==> config.mk <==
export PLATFORM = sky130hd
export DESIGN_NAME = dcd_slave
export DESIGN_NICKNAME = d
export VERILOG_FILES = /design/src/rtl/dcd_pkg.sv /design/src/rtl/dcd_line_if.sv /design/src/rtl/dcd_slave.sv /design/src/rtl/dcd_line_watch.sv
export SDC_FILE = /design/constraint.sdc
export NUM_CORES = 1
export LEC_CHECK = 0
export BUFFER_PORTS_ARGS = -buffer_cell sky130_fd_sc_hd__buf_2
export CORE_MARGIN = 2
export CORE_UTILIZATION = 59
export DETAILED_ROUTE_END_ITERATION = 16
export PLACE_DENSITY = 0.84
export SYNTH_ARGS = -nofsm -noshare
export SYNTH_HDL_FRONTEND = slang
export SYNTH_SLANG_ARGS = --single-unit
==> constraint.sdc <==
create_clock -name sys_clk -period 2.2 [get_ports sys_clk]
set_input_delay 0.11 -clock sys_clk [delete_from_list [all_inputs] [get_ports sys_clk]]
set_output_delay 0.11 -clock sys_clk [all_outputs]
set_load 0.01 [all_outputs]
==> src/rtl/dcd_pkg.sv <==
// constants for the dual current dac two-wire slave
// How it works
// - every byte is followed by a ninth acknowledge bit from the receiver
// - receiver drives zero to acknowledge, leaves one to refuse
// - the acknowledge bit uses the same timing as any data bit
// - write byte is eight bits msb first, then slave acknowledges
// - read byte is eight bits msb first from slave; master acknowledges for more
// - master refuses last read byte; slave then releases the data line
// - first byte after start holds seven address bits and a direction bit
// - device answers address byte 90h, its fixed seven bit address
// - direction 0 means master writes, direction 1 (91h) means master reads
// - on address mismatch ignore the bus until the next start
// - byte after address in a write selects the register to store into
// - slave acknowledges every written byte, master samples it
// - output control registers sit at F8h and F9h
// - top bit picks source or sink, bits 3..0 magnitude, 6..4 reserved
// - zero magnitude gives no current; both fields clear at power-up
// - sample on rising scl edge, change read bits after falling edge
package dcd_pkg;
   localparam logic [6:0] DEV_ADDR7    = 7'h48;
   localparam logic [7:0] REG_CUR_ZERO = 8'hF8;
   localparam logic [7:0] REG_CUR_ONE  = 8'hF9;
   localparam logic [7:0] CTRL_RESET   = 8'h00;
   localparam logic [7:0] CTRL_MASK    = 8'h8F;
   localparam logic [3:0] BYTE_BITS    = 4'h8;
   localparam logic [3:0] CNT_ZERO     = 4'h0;
   localparam logic [3:0] CNT_ONE      = 4'h1;
   localparam logic [3:0] MAG_ZERO     = 4'h0;
   localparam int         SIGN_POS     = 7;
   localparam int         MAG_MSB      = 3;
   localparam int         MAG_LSB      = 0;
   localparam int         BYTE_MSB     = 7;

   typedef enum logic [3:0] {
      DCD_IDLE      = 4'h0,
      DCD_ADDR      = 4'h1,
      DCD_ADDR_ACK  = 4'h2,
      DCD_REG       = 4'h3,
      DCD_REG_ACK   = 4'h4,
      DCD_WDATA     = 4'h5,
      DCD_WDATA_ACK = 4'h6,
      DCD_RDATA     = 4'h7,
      DCD_RDATA_ACK = 4'h8,
      DCD_IGNORE    = 4'h9
   } dcd_state_t;
endpackage : dcd_pkg

==> src/rtl/dcd_line_if.sv <==
// bus line events passed from the pin watcher to the slave engine
`timescale 1ns/10ps
interface dcd_line_if;
   logic scl_rise;
   logic scl_fall;
   logic start;
   logic stop;
   logic sda;
   modport src (output scl_rise, output scl_fall, output start, output stop, output sda);
   modport snk (input scl_rise, input scl_fall, input start, input stop, input sda);
endinterface : dcd_line_if

==> src/rtl/dcd_slave.sv <==
// two-wire slave holding the two current dac control registers
`timescale 1ns/10ps
module dcd_slave (
   // clock and reset
   input  wire logic       sys_clk,
   input  wire logic       reset,
   input  wire logic       clk_en,
   // two-wire bus pins
   input  wire logic       scl_i,
   input  wire logic       sda_i,
   output logic            sda_o,
   output logic            sda_oe,
   // control registers toward the dacs
   output logic [7:0]      current_output_zero,
   output logic [7:0]      current_output_one,
   // effective drive per channel
   output logic            chan0_source,
   output logic            chan0_sink,
   output logic            chan1_source,
   output logic            chan1_sink
);
   import dcd_pkg::*;

   dcd_line_if ev ();

   dcd_state_t state_q;
   logic [3:0] bit_cnt_q;
   logic [7:0] rx_q;
   logic [7:0] tx_q;
   logic [7:0] reg_ptr_q;
   logic       rd_more_q;
   logic [7:0] rx_byte;
   logic [7:0] rd_value;

   // register selector hit test, used for both read and write
   function automatic logic reg_hit(input logic [7:0] ptr, input logic [7:0] addr);
      reg_hit = (ptr == addr);
   endfunction : reg_hit

   // value returned for a read of the selected register
   function automatic logic [7:0] reg_read(input logic [7:0] ptr, input logic [7:0] r0,
                                           input logic [7:0] r1);
      if (reg_hit(ptr, REG_CUR_ZERO))
         reg_read = r0 & CTRL_MASK;
      else if (reg_hit(ptr, REG_CUR_ONE))
         reg_read = r1 & CTRL_MASK;
      else
         reg_read = CTRL_RESET;
   endfunction : reg_read

   dcd_line_watch u_watch (
      .sys_clk (sys_clk),
      .reset   (reset),
      .clk_en  (clk_en),
      .scl_i   (scl_i),
      .sda_i   (sda_i),
      .ev      (ev)
   );

   // eight received bits, msb first
   assign rx_byte = rx_q;

   // selected register as a read would return it
   assign rd_value = reg_read(reg_ptr_q, current_output_zero, current_output_one);

   // shift in on scl rising edge; the ninth bit is not shifted, so the
   // byte and its direction bit survive through the ack state
   always_ff @(posedge sys_clk or posedge reset) begin
      if (reset) begin
         rx_q <= CTRL_RESET;
      end else if (clk_en && ev.scl_rise && bit_cnt_q != BYTE_BITS) begin
         rx_q <= {rx_q[6:0], ev.sda};
      end
   end

   // bit counter: counts rising edges within a byte
   always_ff @(posedge sys_clk or posedge reset) begin
      if (reset) begin
         bit_cnt_q <= CNT_ZERO;
      end else if (clk_en) begin
         if (ev.start || ev.stop)
            bit_cnt_q <= CNT_ZERO;
         else if (ev.scl_fall && state_q inside {DCD_ADDR_ACK, DCD_REG_ACK, DCD_WDATA_ACK, DCD_RDATA_ACK})
            bit_cnt_q <= CNT_ZERO;
         else if (ev.scl_rise && bit_cnt_q != BYTE_BITS)
            bit_cnt_q <= bit_cnt_q + CNT_ONE;
      end
   end

   // main sequencer
   always_ff @(posedge sys_clk or posedge reset) begin
      if (reset) begin
         state_q <= DCD_IDLE;
      end else if (clk_en) begin
         if (ev.stop) begin
            state_q <= DCD_IDLE;
         end else if (ev.start) begin
            state_q <= DCD_ADDR;
         end else if (ev.scl_fall) begin
            case (state_q)
               DCD_ADDR: begin
                  if (bit_cnt_q == BYTE_BITS) begin
                     if (rx_byte[7:1] == DEV_ADDR7)
                        state_q <= DCD_ADDR_ACK;
                     else
                        state_q <= DCD_IGNORE;
                  end
               end
               DCD_ADDR_ACK: begin
                  state_q <= rx_byte[0] ? DCD_RDATA : DCD_REG;
               end
               DCD_REG: begin
                  if (bit_cnt_q == BYTE_BITS)
                     state_q <= DCD_REG_ACK;
               end
               DCD_REG_ACK:   state_q <= DCD_WDATA;
               DCD_WDATA: begin
                  if (bit_cnt_q == BYTE_BITS)
                     state_q <= DCD_WDATA_ACK;
               end
               DCD_WDATA_ACK: state_q <= DCD_WDATA;
               DCD_RDATA: begin
                  if (bit_cnt_q == BYTE_BITS)
                     state_q <= DCD_RDATA_ACK;
               end
               DCD_RDATA_ACK: state_q <= rd_more_q ? DCD_RDATA : DCD_IGNORE;
               DCD_IDLE:      state_q <= DCD_IDLE;
               DCD_IGNORE:    state_q <= DCD_IGNORE;
               default:       state_q <= DCD_IDLE;
            endcase
         end
      end
   end

   // master acknowledge of a read byte sampled on the ninth rising edge
   always_ff @(posedge sys_clk or posedge reset) begin
      if (reset) begin
         rd_more_q <= 1'b0;
      end else if (clk_en && ev.scl_rise && state_q == DCD_RDATA_ACK) begin
         rd_more_q <= ~ev.sda;
      end
   end

   // register selector; rx_q still holds the byte while in the ack state
   always_ff @(posedge sys_clk or posedge reset) begin
      if (reset) begin
         reg_ptr_q <= REG_CUR_ZERO;
      end else if (clk_en && ev.scl_fall && state_q == DCD_REG && bit_cnt_q == BYTE_BITS) begin
         reg_ptr_q <= rx_byte;
      end
   end

   // control registers; unmapped writes still acked, just dropped
   always_ff @(posedge sys_clk or posedge reset) begin
      if (reset) begin
         current_output_zero <= CTRL_RESET;
         current_output_one  <= CTRL_RESET;
      end else if (clk_en && ev.scl_fall && state_q == DCD_WDATA && bit_cnt_q == BYTE_BITS) begin
         if (reg_hit(reg_ptr_q, REG_CUR_ZERO))
            current_output_zero <= rx_byte & CTRL_MASK;
         if (reg_hit(reg_ptr_q, REG_CUR_ONE))
            current_output_one <= rx_byte & CTRL_MASK;
      end
   end

   // effective drive: zero magnitude means no current whichever sign
   always_ff @(posedge sys_clk or posedge reset) begin
      if (reset) begin
         chan0_source <= 1'b0;
         chan0_sink   <= 1'b0;
         chan1_source <= 1'b0;
         chan1_sink   <= 1'b0;
      end else if (clk_en) begin
         chan0_source <= current_output_zero[SIGN_POS]
                         & (current_output_zero[MAG_MSB:MAG_LSB] != MAG_ZERO);
         chan0_sink   <= ~current_output_zero[SIGN_POS]
                         & (current_output_zero[MAG_MSB:MAG_LSB] != MAG_ZERO);
         chan1_source <= current_output_one[SIGN_POS]
                         & (current_output_one[MAG_MSB:MAG_LSB] != MAG_ZERO);
         chan1_sink   <= ~current_output_one[SIGN_POS]
                         & (current_output_one[MAG_MSB:MAG_LSB] != MAG_ZERO);
      end
   end

   // transmit shift: load at the address ack end or after a master ack
   always_ff @(posedge sys_clk or posedge reset) begin
      if (reset) begin
         tx_q <= CTRL_RESET;
      end else if (clk_en && ev.scl_fall) begin
         if ((state_q == DCD_ADDR_ACK && rx_byte[0]) || (state_q == DCD_RDATA_ACK && rd_more_q))
            tx_q <= rd_value;
         else if (state_q == DCD_RDATA && bit_cnt_q != BYTE_BITS)
            tx_q <= {tx_q[6:0], 1'b0};
      end
   end

   // pin driver: only ever pulls low, changed on scl falling edges, else only released at a start or stop
   // so sda never moves while scl is high and cannot fake a start or stop
   always_ff @(posedge sys_clk or posedge reset) begin
      if (reset) begin
         sda_o  <= 1'b0;
         sda_oe <= 1'b0;
      end else if (clk_en) begin
         sda_o <= 1'b0;
         if (ev.start || ev.stop) begin
            sda_oe <= 1'b0;
         end else if (ev.scl_fall) begin
            case (state_q)
               DCD_ADDR:
                  sda_oe <= (bit_cnt_q == BYTE_BITS) && (rx_byte[7:1] == DEV_ADDR7);
               DCD_REG, DCD_WDATA:
                  sda_oe <= (bit_cnt_q == BYTE_BITS);
               DCD_ADDR_ACK: begin
                  if (rx_byte[0])
                     sda_oe <= ~rd_value[BYTE_MSB];
                  else
                     sda_oe <= 1'b0;
               end
               DCD_RDATA: begin
                  if (bit_cnt_q == BYTE_BITS)
                     sda_oe <= 1'b0; // master owns ninth bit
                  else
                     sda_oe <= ~tx_q[BYTE_MSB - 1];
               end
               DCD_RDATA_ACK: begin
                  if (rd_more_q)
                     sda_oe <= ~rd_value[BYTE_MSB];
                  else
                     sda_oe <= 1'b0;
               end
               DCD_REG_ACK, DCD_WDATA_ACK, DCD_IDLE, DCD_IGNORE:
                  sda_oe <= 1'b0;
               default:
                  sda_oe <= 1'b0;
            endcase
         end
      end
   end
endmodule : dcd_slave

==> src/rtl/dcd_line_watch.sv <==
// synchronises scl and sda and finds edges, start and stop
`timescale 1ns/10ps
module dcd_line_watch (
   // clock and reset
   input  wire logic sys_clk,
   input  wire logic reset,
   input  wire logic clk_en,
   // raw pins
   input  wire logic scl_i,
   input  wire logic sda_i,
   // events
   dcd_line_if.src   ev
);
   import dcd_pkg::*;

   logic [1:0] scl_meta_q;
   logic [1:0] sda_meta_q;
   logic       scl_prev_q;
   logic       sda_prev_q;

   // two stages per pin; idle bus is high so reset to one
   always_ff @(posedge sys_clk or posedge reset) begin
      if (reset) begin
         scl_meta_q <= 2'h3;
         sda_meta_q <= 2'h3;
         scl_prev_q <= 1'b1;
         sda_prev_q <= 1'b1;
      end else if (clk_en) begin
         scl_meta_q <= {scl_meta_q[0], scl_i};
         sda_meta_q <= {sda_meta_q[0], sda_i};
         scl_prev_q <= scl_meta_q[1];
         sda_prev_q <= sda_meta_q[1];
      end
   end

   // edge and condition decode from settled stages only
   assign ev.sda      = sda_meta_q[1];
   assign ev.scl_rise = clk_en & scl_meta_q[1] & ~scl_prev_q;
   assign ev.scl_fall = clk_en & ~scl_meta_q[1] & scl_prev_q;
   assign ev.start    = clk_en & scl_meta_q[1] & scl_prev_q & ~sda_meta_q[1] & sda_prev_q;
   assign ev.stop     = clk_en & scl_meta_q[1] & scl_prev_q & sda_meta_q[1] & ~sda_prev_q;
endmodule : dcd_line_watch

==> qor.txt <==
Clock transition at path regs - 0.09 ns
Peak VDD IR - 0.419 mV
cts repair resizes - 0
Leak Pwr - 1.39 nW
global placement routability congestion - 0.880
CTS tree - yes
CP max stage delay - 0.52 ns
Hold WS - 0.0536 ns
vias - 1865
global-route wire length before repair - 8420 µm
hold violation total from the final report - 0
Place WS - 0.248 ns
Max stage delay cell, worst path - dfrtp_1
Clock Path Buffers - 2
CP Launch Type - register
CTS root buf - clkbuf_8
ratio of total power to cell area - 854 nW/µm²
HPWL Detailed - 3600 µm
Mean Syn Cell Area - 11.9 µm²
Final WS setup - 0.227 ns
final setup fails - 0
WL final - 5230 µm
Starting Density - 62.2%
WP data arrival - 2.16 ns
die area - 5250 µm²
synth warn - 0
Post-CTS Setup Bufs - 0
clk_lat worst skew - 0.30 ns
DRC - 0
worst path bufs/invs - 0
largest net degree at the start of global routing - 54
boundary pin count - 27
Critical Path RT - 2.39 ns
RSZ-0062 raised after global routing - false
gr ovfl total - 0
CP max FO - 14
Max Clk Rate - 507 MHz
TritonCTS Buffers - 5
count of unique library cells instantiated by Yosys - 56
outcome - completed
Syn-to-layout area delta - 8.87%
vias in the first global route - 1790
Yosys reg bits - 53
Post-Synthesis Cells - 232
Tcrit/Tclk final - 89.7%
Slew HR - 57.2%
drt wl/cell - 17.0 µm
Initial DRC Count - 130
port bufs - 19
Crit path max-delay family - simple AND/OR/NAND/NOR gates
asr flop ratio synth - 100%
crit path time final - 1.97 ns
layout cells sized above 1 - 32.9%
nets - 261
TritonRoute pass-1 iters - 4
vias per cell - 6.07
Crit Path Category - register to register
Core Area - 4440 µm²
initial antenna violation count - 0
DRT antenna net count - 0
skew final - 0.00834 ns
Die X - 72.4 µm
H-tree levels - 2
slew of the pin with the lowest slew margin - 0.641 ns
CP endpoint kind - register
Seq/Total Area, Yosys - 48.5%
FP Rows - 24
Slew Limit Fails - 0
CP cell instances - nand2b_2 -> nor3_4 -> and3_1 -> mux2_1
Die H - 72.4 µm
Mapped Area - 2760 µm²
Hold/Removal Path Class - primary input to register
final setup TNS - 0 ns
gr usage total - 21.1%
Synth Flop Type - dfrtp_1
Post-synth EDFFs - 0
max_cap viols - 0
n_diodes - 0
CTS sink count - 53
post-cts hold buffer count - 1
## kinds of logic after synthesis
kind of cell | Yosys count | synth area share [%]
muxes | 39 | 16.5
DFF | 53 | 48.5
AOI/OAI and AO/OA | 56 | 15.9
adders and majority gates | 2 | 0.905
buffers and inverters | 31 | 5.79
other | 1 | 0.136
xor gates and xnor gates | 2 | 0.634
and+or+nand+nor | 48 | 11.7
## per-stage QoR
step	util, %	instance area, µm²	power [mW]	cells
final	67.7	3010	2.57	307
after global routing	67.7	3010	2.69	307
after CTS	67.7	3010	2.58	307
after detailed placement	65.1	2890	1.94	298
after global placement	65.1	2890	1.91	298
after floorplan	-	2790	1.78	238
## worst paths after layout
path,to,startpoint,slack [ns],depth (start not counted)
min in group asynchronous,current_output_one[7],reset,0.53,4
min reg2reg,tx_q[4],tx_q[3],0.49,2
max in group asynchronous,state_q[0],reset,1.24,4
max reg2reg,reg_ptr_q[1],state_q[3],0.23,4
min,u_watch.scl_meta_q[0],scl_i,0.05,2
max,reg_ptr_q[1],state_q[3],0.23,4
## worst reg2reg max path, delay by kind of cell (launching register included)
kind	cells	cell delay [ns]
muxes	1	0.37
and+or+nand+nor	3	0.98
DFF	1	0.52
## routing by layer
metal	track usage, %	wire length [µm]
met5	0	0
met4	6.79	84
met3	5.00	278
met2	36.1	2600
met1	26.4	2260
## cells in the final DEF (no fill, tap or decap), types with 2 or more instances in the layout
master and instances:
buf_4 8, a21oi_1 7, o21ai_0 8, nand2b_1 6, mux2i_1 2, o22ai_1 6
a211o_1 3, buf_2 19, nand3_1 3, nor4_1 2, o2bb2ai_1 6, nand3b_1 5
ha_1 2, a21o_1 3, a22o_1 6, dfstp_2 11, clkbuf_8 5, dfrtp_1 42
mux2_2 24, nand2_1 6, inv_1 11, mux2_4 5, mux2_1 8, xnor2_1 2
nor2_1 12, o41ai_1 4, conb_1 7
## where the power goes
group / switching (mW) / internal (mW) / leakage (nW)
registers: 0.223 / 1.13 / 0.682
clock network: 0.297 / 0.338 / 0.0552
logic: 0.286 / 0.292 / 0.653
## sequential cells by signal, summed over array words and instances (netlist names)
signal               count
bit_cnt_q                4
chan0_sink               1
reg_ptr_q                8
u_watch.sda_prev_q       1
current_output_one       5
u_watch.scl_meta_q       2
rd_more_q                1
u_watch.scl_prev_q       1
current_output_zero      5
rx_byte                  8
state_q                  4
chan1_source             1
sda_oe                   1
chan0_source             1
chan1_sink               1
tx_q                     7
u_watch.sda_meta_q       2
## Yosys cell counts (all sizes together), types with 3 or more instances
| cell type | n | share of area, % |
|---|---|---|
| a211o | 3 | 0.95 |
| a21o | 3 | 0.81 |
| a21oi | 7 | 1.3 |
| a22o | 6 | 1.9 |
| buf | 15 | 3.6 |
| clkbuf | 4 | 0.54 |
| dfrtp | 42 | 38 |
| dfstp | 11 | 10 |
| inv | 12 | 1.6 |
| mux2 | 37 | 16 |
| nand2 | 6 | 0.81 |
| nand2b | 7 | 1.7 |
| nand3 | 3 | 0.54 |
| nand3b | 6 | 2.1 |
| nor2 | 12 | 1.6 |
| o21ai | 8 | 1.4 |
| o22ai | 6 | 1.4 |
| o2bb2ai | 6 | 1.9 |
| o41ai | 4 | 1.3 |
## area by class of cell
class,instances,area [µm²]
timing repair buffer,28,165
sequential,53,1340
inverter,12,45.0
clock inverter,2,35.0
fill,320,1440
clock buffer,6,72.6
tap,52,65.1
multi-input combinational,154,1290
No activity file was read; power rests on OpenSTA's default activity.
